===== config.mk =====
export PLATFORM = sky130hd
export DESIGN_NAME = status_out_sel
export DESIGN_NICKNAME = d
export VERILOG_FILES = /design/src/inc/status_out_pkg.sv /design/src/logic/status_out_sel.sv
export SDC_FILE = /design/constraint.sdc
export NUM_CORES = 1
export LEC_CHECK = 0
export BUFFER_PORTS_ARGS = -buffer_cell sky130_fd_sc_hd__buf_2
export CORE_MARGIN = 10
export CORE_UTILIZATION = 60
export CTS_BUF_LIST = sky130_fd_sc_hd__clkbuf_4 sky130_fd_sc_hd__clkbuf_8
export CTS_CLUSTER_SIZE = 16
export DETAILED_ROUTE_END_ITERATION = 10
export GPL_ROUTABILITY_DRIVEN = 0
export PLACE_DENSITY = 0.86
export SYNTH_ARGS = -nofsm -noshare
export SYNTH_HDL_FRONTEND = slang
export SYNTH_SLANG_ARGS = --single-unit

===== constraint.sdc =====
create_clock -name ref_clk -period 6 [get_ports ref_clk]
set_input_delay 0.9 -clock ref_clk [delete_from_list [all_inputs] [get_ports ref_clk]]
set_output_delay 0.9 -clock ref_clk [all_outputs]
set_load 0.01 [all_outputs]

===== src/inc/status_out_pkg.sv =====
// Shared types and constants for the status output selector
`default_nettype none
package status_out_pkg;

   // Width of the source selector and of the sensor type field
   localparam int SRC_W = 3;
   localparam int SENSOR_W = 2;

   // Default width of the programmed frame count
   localparam int FRAME_W_DEF = 16;

   // Reset level of the status pin and of every internal flag
   localparam logic OUT_RST = 1'h0;
   localparam logic FLAG_RST = 1'h0;

   // Selectable status sources
   typedef enum logic [SRC_W-1:0] {
      SRC_ACQUIRING = 3'h0,
      SRC_MASK_SHIFT = 3'h1,
      SRC_ALWAYS_HIGH = 3'h2,
      SRC_READOUT = 3'h3,
      SRC_GATE_ON = 3'h4,
      SRC_TRIG_WAIT = 3'h5
   } src_sel_t;

   // Sensor architecture, decides mask-shift timing
   typedef enum logic [SENSOR_W-1:0] {
      SENSOR_INTERLINE = 2'h0,
      SENSOR_FULL_FRAME = 2'h1,
      SENSOR_FRAME_XFER = 2'h2
   } sensor_t;

   // Acquisition tracker states
   typedef enum logic [1:0] {
      ACQ_IDLE = 2'h0,
      ACQ_PRECLEAN = 2'h1,
      ACQ_RUN = 2'h2
   } acq_state_t;

   // Trigger sequencer states
   typedef enum logic [2:0] {
      TRG_IDLE = 3'h0,
      TRG_PREOPEN = 3'h1,
      TRG_WAIT = 3'h2,
      TRG_CLEAN = 3'h3,
      TRG_EXPOSE = 3'h4
   } trg_state_t;

   // Software configuration
   typedef struct packed {
      src_sel_t source;
      logic invert;
      sensor_t sensor;
      logic focus_mode;
      logic cont_clean_en;
      logic preopen_en;
   } cfg_t;

   // Camera status from the sequencer, same clock
   typedef struct packed {
      logic readout_active;
      logic readout_done;
      logic preopen_done;
      logic gate_on;
      logic exposure_begin;
      logic frame_done;
      logic clean_done;
      logic mask_shift_active;
      logic line_shift;
      logic storage_xfer_active;
   } cam_status_t;

endpackage : status_out_pkg
`default_nettype wire


===== src/logic/status_out_sel.sv =====
// Camera status selector driving the logic-level status pin
`timescale 1ns/1ns
`default_nettype none
module status_out_sel #(
   parameter int FRAME_W = status_out_pkg::FRAME_W_DEF
) (
   // Clock and reset
   input wire logic ref_clk,
   input wire logic sys_rst,
   // Configuration and commands
   input wire status_out_pkg::cfg_t cfg,
   input wire logic [FRAME_W-1:0] frame_target,
   input wire logic start_cmd,
   input wire logic halt_cmd,
   // Camera status
   input wire status_out_pkg::cam_status_t cam,
   // External trigger pin, asynchronous
   input wire logic external_trigger_input,
   // Status pin and sequencer requests
   output logic logic_out_q,
   output logic trigger_wait_indicator_q,
   output logic acquiring_q,
   output logic clean_start_q,
   output logic expose_start_q
);

   // Counter wider than a word is not served by the compare logic
   if (FRAME_W < 1 || FRAME_W > 32) begin : g_frame_w_check
      $error("FRAME_W out of range");
   end

   // Apply polarity to a condition
   function automatic logic polarity(input logic active, input logic inv);
      polarity = active ^ inv;
   endfunction : polarity

   // Trigger pin synchroniser, first stage read only by second
   logic trig_meta_q;
   logic trig_sync_q;
   always_ff @(posedge ref_clk) begin
      if (sys_rst) begin
         trig_meta_q <= status_out_pkg::FLAG_RST;
         trig_sync_q <= status_out_pkg::FLAG_RST;
      end else begin
         trig_meta_q <= external_trigger_input;
         trig_sync_q <= trig_meta_q;
      end
   end

   // Acquisition tracker
   status_out_pkg::acq_state_t acq_q, acq_d;
   logic [FRAME_W-1:0] frames_q, frames_d;
   logic last_frame;
   always_comb begin
      acq_d = acq_q;
      frames_d = frames_q;
      last_frame = (frames_q + FRAME_W'(1)) >= frame_target;
      case (acq_q)
         status_out_pkg::ACQ_IDLE: begin
            if (start_cmd) begin
               acq_d = status_out_pkg::ACQ_PRECLEAN;
               frames_d = '0;
            end
         end
         status_out_pkg::ACQ_PRECLEAN: begin
            if (cam.exposure_begin) begin
               acq_d = status_out_pkg::ACQ_RUN;
            end
         end
         status_out_pkg::ACQ_RUN: begin
            if (cam.frame_done) begin
               frames_d = frames_q + FRAME_W'(1);
               if (!cfg.focus_mode && last_frame) begin
                  acq_d = status_out_pkg::ACQ_IDLE;
               end
            end
         end
         default: begin
            acq_d = status_out_pkg::ACQ_IDLE;
         end
      endcase
      // Halt ends any acquisition, the only exit in focus mode
      if (halt_cmd) begin
         acq_d = status_out_pkg::ACQ_IDLE;
      end
   end

   always_ff @(posedge ref_clk) begin
      if (sys_rst) begin
         acq_q <= status_out_pkg::ACQ_IDLE;
         frames_q <= '0;
      end else begin
         acq_q <= acq_d;
         frames_q <= frames_d;
      end
   end

   // Trigger sequencer; a trigger seen mid-clean is held for the next check
   status_out_pkg::trg_state_t trg_q, trg_d;
   logic trig_seen_q, trig_seen_d;
   logic clean_start_d, expose_start_d;
   logic trig_now;
   always_comb begin
      trg_d = trg_q;
      clean_start_d = 1'h0;
      expose_start_d = 1'h0;
      trig_now = trig_sync_q | trig_seen_q;
      trig_seen_d = trig_seen_q;
      case (trg_q)
         status_out_pkg::TRG_IDLE: begin
            if (cam.readout_done || start_cmd) begin
               if (cfg.preopen_en) begin
                  trg_d = status_out_pkg::TRG_PREOPEN;
               end else begin
                  trg_d = status_out_pkg::TRG_WAIT;
               end
            end
         end
         status_out_pkg::TRG_PREOPEN: begin
            if (cam.preopen_done) begin
               trg_d = status_out_pkg::TRG_WAIT;
            end
         end
         status_out_pkg::TRG_WAIT: begin
            if (trig_now) begin
               trg_d = status_out_pkg::TRG_EXPOSE;
               expose_start_d = 1'h1;
               trig_seen_d = 1'h0;
            end else if (cfg.cont_clean_en) begin
               trg_d = status_out_pkg::TRG_CLEAN;
               clean_start_d = 1'h1;
            end
         end
         status_out_pkg::TRG_CLEAN: begin
            // Clean always completes before the trigger is acted on; a trigger seen meanwhile is latched
            if (trig_sync_q) begin
               trig_seen_d = 1'h1;
            end
            if (cam.clean_done) begin
               trg_d = status_out_pkg::TRG_WAIT;
            end
         end
         status_out_pkg::TRG_EXPOSE: begin
            if (cam.frame_done || halt_cmd) begin
               trg_d = status_out_pkg::TRG_IDLE;
            end
         end
         default: begin
            trg_d = status_out_pkg::TRG_IDLE;
         end
      endcase
   end

   always_ff @(posedge ref_clk) begin
      if (sys_rst) begin
         trg_q <= status_out_pkg::TRG_IDLE;
         trig_seen_q <= status_out_pkg::FLAG_RST;
         clean_start_q <= status_out_pkg::FLAG_RST;
         expose_start_q <= status_out_pkg::FLAG_RST;
      end else begin
         trg_q <= trg_d;
         trig_seen_q <= trig_seen_d;
         clean_start_q <= clean_start_d;
         expose_start_q <= expose_start_d;
      end
   end

   // Source decode and output register
   logic wait_d, acq_level_d, shift_raw, raw_d, out_d;
   always_comb begin
      // Waiting covers the check and the cleaning between checks
      wait_d = (trg_d == status_out_pkg::TRG_WAIT) || (trg_d == status_out_pkg::TRG_CLEAN);
      acq_level_d = (acq_d == status_out_pkg::ACQ_RUN);
      case (cfg.sensor)
         status_out_pkg::SENSOR_INTERLINE: shift_raw = cam.mask_shift_active;
         status_out_pkg::SENSOR_FULL_FRAME: shift_raw = cam.line_shift;
         status_out_pkg::SENSOR_FRAME_XFER: shift_raw = cam.storage_xfer_active;
         default: shift_raw = 1'h0;
      endcase
      case (cfg.source)
         status_out_pkg::SRC_ACQUIRING: raw_d = acq_level_d;
         status_out_pkg::SRC_MASK_SHIFT: raw_d = shift_raw;
         status_out_pkg::SRC_ALWAYS_HIGH: raw_d = 1'h1;
         status_out_pkg::SRC_READOUT: raw_d = cam.readout_active;
         status_out_pkg::SRC_GATE_ON: raw_d = cam.gate_on;
         status_out_pkg::SRC_TRIG_WAIT: raw_d = wait_d;
         default: raw_d = 1'h0;
      endcase
      out_d = polarity(raw_d, cfg.invert);
   end

   // One register stage keeps the pin glitch free
   always_ff @(posedge ref_clk) begin
      if (sys_rst) begin
         logic_out_q <= status_out_pkg::OUT_RST;
         trigger_wait_indicator_q <= status_out_pkg::FLAG_RST;
         acquiring_q <= status_out_pkg::FLAG_RST;
      end else begin
         logic_out_q <= out_d;
         trigger_wait_indicator_q <= wait_d;
         acquiring_q <= acq_level_d;
      end
   end

   // Checks
   property p_readout_level;
      @(posedge ref_clk) disable iff (sys_rst)
      (cfg.source == status_out_pkg::SRC_READOUT) ##1 (cfg.source == status_out_pkg::SRC_READOUT)
         |-> logic_out_q == ($past(cam.readout_active) ^ $past(cfg.invert));
   endproperty
   a_readout_level: assert property (p_readout_level) else $error("readout level wrong");

   property p_gate_level;
      @(posedge ref_clk) disable iff (sys_rst)
      (cfg.source == status_out_pkg::SRC_GATE_ON && !cfg.invert && cam.gate_on) |=> logic_out_q;
   endproperty
   a_gate_level: assert property (p_gate_level) else $error("gate level not high");

   property p_always_high;
      @(posedge ref_clk) disable iff (sys_rst)
      (cfg.source == status_out_pkg::SRC_ALWAYS_HIGH && !cfg.invert)[*2] |-> logic_out_q;
   endproperty
   a_always_high: assert property (p_always_high) else $error("constant source not high");

   property p_invert_high;
      @(posedge ref_clk) disable iff (sys_rst)
      (cfg.source == status_out_pkg::SRC_ALWAYS_HIGH && cfg.invert) |=> !logic_out_q;
   endproperty
   a_invert_high: assert property (p_invert_high) else $error("inverted output wrong");

   property p_start_low;
      @(posedge ref_clk) disable iff (sys_rst)
      (acq_q == status_out_pkg::ACQ_IDLE && start_cmd && !halt_cmd) |=> !acquiring_q ##0
         (acq_q == status_out_pkg::ACQ_PRECLEAN);
   endproperty
   a_start_low: assert property (p_start_low) else $error("acquiring rose during cleaning");

   property p_focus_hold;
      @(posedge ref_clk) disable iff (sys_rst)
      (acq_q == status_out_pkg::ACQ_RUN && cfg.focus_mode && !halt_cmd) |=> acquiring_q;
   endproperty
   a_focus_hold: assert property (p_focus_hold) else $error("focus acquisition dropped");

   property p_trig_expose;
      @(posedge ref_clk) disable iff (sys_rst)
      (trg_q == status_out_pkg::TRG_WAIT && trig_sync_q) |=> expose_start_q && !trigger_wait_indicator_q;
   endproperty
   a_trig_expose: assert property (p_trig_expose) else $error("trigger not acted on");

   property p_clean_hold;
      @(posedge ref_clk) disable iff (sys_rst)
      (trg_q == status_out_pkg::TRG_CLEAN && !cam.clean_done) |=> trg_q == status_out_pkg::TRG_CLEAN
         && !expose_start_q;
   endproperty
   a_clean_hold: assert property (p_clean_hold) else $error("clean cut short");

   property p_wait_rise;
      @(posedge ref_clk) disable iff (sys_rst)
      (trg_q == status_out_pkg::TRG_IDLE && cam.readout_done && !cfg.preopen_en) |=> trigger_wait_indicator_q;
   endproperty
   a_wait_rise: assert property (p_wait_rise) else $error("wait indicator late");

   property p_reset_low;
      @(posedge ref_clk) sys_rst |=> !logic_out_q;
   endproperty
   a_reset_low: assert property (p_reset_low) else $error("output not low after reset");

   property p_wait_level;
      @(posedge ref_clk) disable iff (sys_rst)
      (trg_q == status_out_pkg::TRG_WAIT && !trig_now && !cfg.cont_clean_en) |=> trigger_wait_indicator_q;
   endproperty
   a_wait_level: assert property (p_wait_level) else $error("wait indicator dropped");

   property p_preopen_rise;
      @(posedge ref_clk) disable iff (sys_rst)
      (trg_q == status_out_pkg::TRG_PREOPEN && cam.preopen_done) |=> trigger_wait_indicator_q;
   endproperty
   a_preopen_rise: assert property (p_preopen_rise) else $error("wait indicator late after pre-open");

   property p_frames_end;
      @(posedge ref_clk) disable iff (sys_rst)
      (acq_q == status_out_pkg::ACQ_RUN && cam.frame_done && !cfg.focus_mode && last_frame) |=> !acquiring_q;
   endproperty
   a_frames_end: assert property (p_frames_end) else $error("acquiring high after last frame");

   property p_line_pulse;
      @(posedge ref_clk) disable iff (sys_rst)
      (cfg.source == status_out_pkg::SRC_MASK_SHIFT && cfg.sensor == status_out_pkg::SENSOR_FULL_FRAME
         && !cfg.invert) |=> logic_out_q == $past(cam.line_shift);
   endproperty
   a_line_pulse: assert property (p_line_pulse) else $error("line pulse not passed through");

endmodule : status_out_sel
`default_nettype wire

==> flow_summary.json, run 1 <==
{
  "grt_overflow": 0,
  "port_buffers": 44,
  "hp-start": "trig_meta_q",
  "synthDistinctLibCells": 39,
  "finalHoldViolations": 0,
  "start_kind": "flip-flop",
  "r2r_slack_ps": 2720,
  "synth_edf_count": 0,
  "largest_reg_flops": 16,
  "swShare": 0.2470,
  "cp_num_cells": 11,
  "power_uw": 436.3,
  "tightest_slew_ps": 639.3,
  "maxSlewHeadroom": 0.5728,
  "ys_top_cells_by_area": "dfxtp_1 (30%), ha_1 (11%), nor2_1 (6.0%)",
  "p_int_uw": 328.6,
  "wire_per_inst_um": 13.58,
  "pwr-share-comb": 0.132,
  "r2r-start": "frames_q[0]",
  "grt_max_degree": 31,
  "synth_seq_area_share": 0.3001,
  "detailed_place_hpwl_um": 3421,
  "cts_buffers": 5,
  "cts_max_level": 2,
  "grt_pass1_wl_um": 7721,
  "regMostFlops": "frames_q",
  "ys.flop_type": "dfxtp_1",
  "worstPathMaxFanout": 6,
  "clkTransAtPathRegs_ps": 90,
  "finalCriticalPeriod_ps": 3279,
  "syn_area_per_cell_um2": 7.768,
  "fmax_ghz": 0.3050,
  "cts_tree": "done",
  "cts_hold_buf": 0,
  "final_antenna_net_count": 0,
  "clkSinkCount": 29,
  "slowest_delay_ps": 460,
  "required_ps": 6230,
  "viasPerCell": 5.596,
  "die_height_um": 76.78,
  "yosysWarnings": 0,
  "worstHoldPathCells": 1,
  "clock_power_share": 0.403,
  "p_leak_nw": 1.127,
  "netlist_area_um2": 1934,
  "antenna_cells": 0,
  "worstPathArrival_ps": 3510,
  "n_fill_cell": 266,
  "drt_iter0_drc": 192,
  "syn_inst": 249,
  "crit_path_top_delay_cell": "o41ai_2",
  "critPathCaptureType": "flip-flop",
  "coreArea_um2": 3078,
  "nets": 346,
  "finClkSkew_ps": 13.37,
  "power_density_nw_per_um2": 194.2,
  "die_area_um2": 5895,
  "critical_path_buf_inv_count": 0,
  "final_layout_size_suffix_gt1_frac": 0.1931,
  "clock_latency_ps": 340,
  "antenna_found_initial": 0,
  "critPathKind": "reg2reg",
  "cts-root-buf": "clkbuf_4",
  "vias": 1869,
  "ir_drop_mv": 0.1492,
  "track_usage": 0.1545,
  "postCtsResizedCells": 0,
  "drv_slew": 0,
  "cp_top_family": "simple AND/OR/NAND/NOR gates",
  "cp_cell_sequence": "ha_1, and3_1, and3_1, and2_0, nand2_1, xnor2_1, ha_1, nand4_1, o41ai_2, o211a_1, mux2_4",
  "period_share": 0.5464,
  "hold_end": "trig_sync_q",
  "route.detailed.drc": 0,
  "multiInputGateArea_um2": 1231,
  "fin_tns_setup_ps": 0,
  "num_rows": 20,
  "yosysTopAreaCell": "dfxtp_1",
  "first_pass_iters": 4,
  "ff2ff_path_depth": 11,
  "drt-total-wl_um": 4536,
  "grt_pass1_vias": 1796,
  "syn_nets": 306,
  "syn_to_final_growth_pct": 16.17,
  "post_cts_buffers": 0,
  "largestRegisters": "frames_q: 16 flops, trg_q: 3 flops, acq_q: 2 flops",
  "start_util": 0.6285,
  "status": "complete, no violations",
  "reg2reg_to": "logic_out_q",
  "ios": 45,
  "setup_viol": 0,
  "rsz0062_at_grt": "false",
  "seqPwrFrac": 0.465,
  "p_sw_uw": 107.8,
  "maxCapViolations": 0,
  "seqCellArea_um2": 580.6,
  "fp.dieW_um": 76.78,
  "cts_buffer_depth": 2,
  "async_reset_ff_frac": 0,
  "yosysTopAreaCellShare": 0.3001,
  "hold_path.class": "reg2reg",
  "ys_ff_latch": 29
}
## per-layer routing
layer | wire length, um | track usage | up-vias
met2 | 2056 | 0.2479 | 66
met1 | 2018 | 0.1774 | 831
met4 | 55 | 0.05390 | 0
met5 | 0 | 0 | -
met3 | 406 | 0.06876 | 6
li1 | - | - | 966
## area by class of cell
| class | count | share of cell area |
|---|---|---|
| sequential | 29 | 0.2584 |
| inverter | 19 | 0.03174 |
| multi-input combinational | 190 | 0.5479 |
| tap | 44 | 0.02450 |
| clock inverter | 1 | 0.01336 |
| timing repair buffer | 44 | 0.09800 |
| clock buffer | 7 | 0.02617 |
## power groups by stage
stage	combinational, mW	clock (mW)	sequential (mW)
after global placement	0.0566	0	0.207
after detailed placement	0.0573	0	0.207
after global routing	0.0654	0.188	0.204
after floorplan	0.0369	0	0.206
final	0.0574	0.176	0.203
after CTS	0.0580	0.178	0.203
## cell usage after synthesis, types with 2 or more instances
cell,count
o211ai_1,2
xnor2_1,6
mux2i_1,3
and3_1,10
nor4_1,2
o21ai_0,17
nand2_1,12
nor2_1,31
a21oi_1,23
nor2b_1,5
o211a_1,4
clkbuf_1,7
or3_1,4
xor2_1,8
nand3_1,10
a211oi_1,5
ha_1,17
nand4_1,2
a22oi_1,5
buf_2,2
and2_1,2
a31oi_1,2
dfxtp_1,29
inv_1,19
nor3_1,8
## per-stage QoR
step                      instances  setup slack, ps    util  hold slack, ps  instance area (um^2)
final                           334             2721  0.7301           456.6                  2247
after global routing            334             2584  0.7301           463.7                  2247
after CTS                       334             2773  0.7301           459.6                  2247
after detailed placement        326             2850  0.7012           440.6                  2158
after global placement          326             2918  0.7012           423.5                  2158
after floorplan                 249             3169       -           413.8                  1934
## cell families (layout without fill, tap and decap cells)
logic type | after synthesis | count (layout) | synth area share
adders and majority gates | 17 | 17 | 0.1100
DFF | 29 | 29 | 0.3001
and+or+nand+nor | 89 | 89 | 0.2212
xor gates and xnor gates | 14 | 14 | 0.06339
muxes | 4 | 4 | 0.02328
buffers and inverters | 30 | 71 | 0.06339
AOI/OAI and AO/OA | 66 | 66 | 0.2186
## placed cells by master, fill, tap and decap left out, types with 2 or more instances in the layout
cell type  count
dfxtp_1       29
nand2_1       12
a21oi_1       23
o211ai_1       2
nand4_1        2
o21ai_0       17
xnor2_1        6
a211oi_1       5
inv_1         19
ha_1          17
o211a_1        4
nand3_1       10
or3_1          4
nor2_1        31
a22oi_1        5
clkbuf_4       6
and2_1         2
nor3_1         8
nor2b_1        5
mux2i_1        3
nor4_1         2
a31oi_1        2
xor2_1         8
buf_2         44
and3_1        10
## worst max path at each step
stage | startpoint | endpoint | slack [ps]
2_1_floorplan | frames_q[0] | logic_out_q | 3170
3_3_place_gp | frames_q[0] | logic_out_q | 2920
3_5_place_dp | frames_q[0] | logic_out_q | 2850
4_1_cts | frames_q[0] | logic_out_q | 2770
5_1_grt | frames_q[0] | logic_out_q | 2580
6_report | frames_q[0] | logic_out_q | 2720
## worst reg2reg max path: stages (launching register included)
cell and delay (ps):
dfxtp_1 430, ha_1 250, and3_1 190, and3_1 250, and2_0 320, nand2_1 150
xnor2_1 150, ha_1 330, nand4_1 150, o41ai_2 460, o211a_1 210, mux2_4 290
No activity file was read; power rests on OpenSTA's default activity.
==> run 2, diff against run 1 <==
Settings changed: CORE_UTILIZATION 60 to 56, PLACE_DENSITY 0.86 to 0.81.
Clock period 6 ns to 3.3 ns, I/O delays scaled along.
==> run 2 against run 1 <==
Core utilization shrank 5.4 points. Sequential power grew 82%. Clock power grew 43%. Cell count grew 0.90%. Global-route usage shrank 1.2 points.
==> flow_summary.json, run 2 (same netlist as run 1, synthesis figures left out) <==
{
  "status": "complete, no violations",
  "viasPerCell": 5.599,
  "p_sw_uw": 195.0,
  "reg2reg_to": "logic_out_q",
  "die_height_um": 78.77,
  "grt_max_degree": 31,
  "worstPathArrival_ps": 3300,
  "fp.dieW_um": 78.77,
  "syn_to_final_growth_pct": 16.56,
  "antenna_cells": 0,
  "ff2ff_path_depth": 13,
  "mostFrequentLayoutCells": "buf_2 (44), nor2_1 (31), dfxtp_1 (29), a21oi_1 (22), inv_1 (19)",
  "tightest_slew_ps": 632.4,
  "r2r_slack_ps": 220,
  "start_util": 0.5797,
  "coreArea_um2": 3337,
  "die_area_um2": 6205,
  "setup_viol": 0,
  "r2r-start": "frames_q[0]",
  "clkTransAtPathRegs_ps": 90,
  "worstHoldPathCells": 2,
  "worstPathMaxFanout": 6,
  "cts_hold_buf": 0,
  "critPathCaptureType": "flip-flop",
  "period_share": 0.9327,
  "maxCapViolations": 0,
  "detailed_place_hpwl_um": 3487,
  "ir_drop_mv": 0.2508,
  "clock_power_share": 0.347,
  "final_area_um2": 2255,
  "wire_per_inst_um": 13.21,
  "layout_commonest_cell": "buf_2",
  "grt_overflow": 0,
  "vias": 1887,
  "final_layout_size_suffix_gt1_frac": 0.2027,
  "port_buffers": 44,
  "num_rows": 21,
  "pwr-share-comb": 0.145,
  "hold_path.class": "in2reg",
  "clkSinkCount": 29,
  "final_antenna_net_count": 0,
  "finalHoldViolations": 0,
  "cts_max_level": 2,
  "grt_pass1_vias": 1825,
  "finClkSkew_ps": 7.199,
  "start_kind": "flip-flop",
  "nets": 347,
  "cts_tree": "done",
  "p_leak_nw": 1.128,
  "largestRegisters": "frames_q: 16 flops, trg_q: 3 flops, acq_q: 2 flops",
  "grt_pass1_wl_um": 7486,
  "post_cts_buffers": 0,
  "ios": 45,
  "critPathKind": "reg2reg",
  "cts_buffers": 5,
  "drt-total-wl_um": 4452,
  "cts-root-buf": "clkbuf_4",
  "hp-start": "external_trigger_input",
  "seqPwrFrac": 0.508,
  "n_fill_cell": 312,
  "drv_slew": 0,
  "clock_latency_ps": 330,
  "postCtsResizedCells": 0,
  "antenna_found_initial": 0,
  "fmax_ghz": 0.3249,
  "fin_hold_ws_ps": 381.5,
  "finalCriticalPeriod_ps": 3078,
  "power_density_nw_per_um2": 322.4,
  "route.detailed.drc": 0,
  "cp-startpoint": "frames_q[0]",
  "drt_iter0_drc": 153,
  "fin_tns_setup_ps": 0,
  "regMostFlops": "frames_q",
  "required_ps": 3520,
  "track_usage": 0.1429,
  "p_int_uw": 531.9,
  "cts_buffer_depth": 2,
  "rsz0062_at_grt": "false",
  "hold_end": "trig_meta_q",
  "placed_area_um2": 2168,
  "first_pass_iters": 4,
  "swShare": 0.2683,
  "maxSlewHeadroom": 0.5774,
  "largest_reg_flops": 16
}
## run 2: how the worst max path moves through the flow
| stage | end | slack (ps) | depth (start not counted) |
|---|---|---|---|
| after global routing | logic_out_q | 10 | 13 |
| after detailed placement | logic_out_q | 140 | 11 |
| final | logic_out_q | 220 | 13 |
| after CTS | logic_out_q | 110 | 11 |
| after floorplan | logic_out_q | 470 | 12 |
| after global placement | logic_out_q | 230 | 11 |
## run 2: critical path, stage by stage, from the launching register on
cell and delay [ps]:
dfxtp_1 420, ha_1 250, and3_1 180, and3_1 240, and2_2 230, nand2_1 90, xnor2_1 130, ha_1 320
nand4_1 160, o211ai_1 140, a21oi_2 170, o41ai_4 120, o211a_1 230, mux2_4 290
## run 2: through the flow
| stage | setup slack (ps) | power [mW] | std cells | util |
|---|---|---|---|---|
| after CTS | 112.0 | 0.7321 | 337 | 0.6708 |
| final | 222.2 | 0.7268 | 337 | 0.6757 |
| after global placement | 231.7 | 0.4802 | 329 | 0.6498 |
| after floorplan | 468.8 | 0.4420 | 249 | - |
| after global routing | 14.53 | 0.7620 | 337 | 0.6757 |
| after detailed placement | 142.7 | 0.4822 | 329 | 0.6498 |
## run 2: power groups by stage
stage	clock network [mW]	logic, mW	registers, mW
3_5_place_dp	0	0.105	0.377
2_1_floorplan	0	0.0671	0.375
3_3_place_gp	0	0.103	0.377
4_1_cts	0.257	0.106	0.369
6_report	0.252	0.106	0.369
5_1_grt	0.272	0.119	0.371
## run 2: final cells by class
cell class                      count  area, um^2  area share
Tap cell                           46       57.56     0.02553
Clock buffer                        7       65.06     0.02886
Multi-Input combinational cell    190        1247      0.5533
Clock inverter                      1       5.005    0.002220
Timing Repair Buffer               45       227.7      0.1010
Sequential cell                    29       580.6      0.2575
Inverter                           19       71.32     0.03163
## run 2: metal layers
metal	global-route usage	wire [um]	vias up	share of wire
met5	0	0	-	0
met2	0.2401	2058	66	0.46
met3	0.05743	412	4	0.093
met4	0.06093	37	0	0.0083
met1	0.1565	1943	840	0.44
li1	-	-	977	-
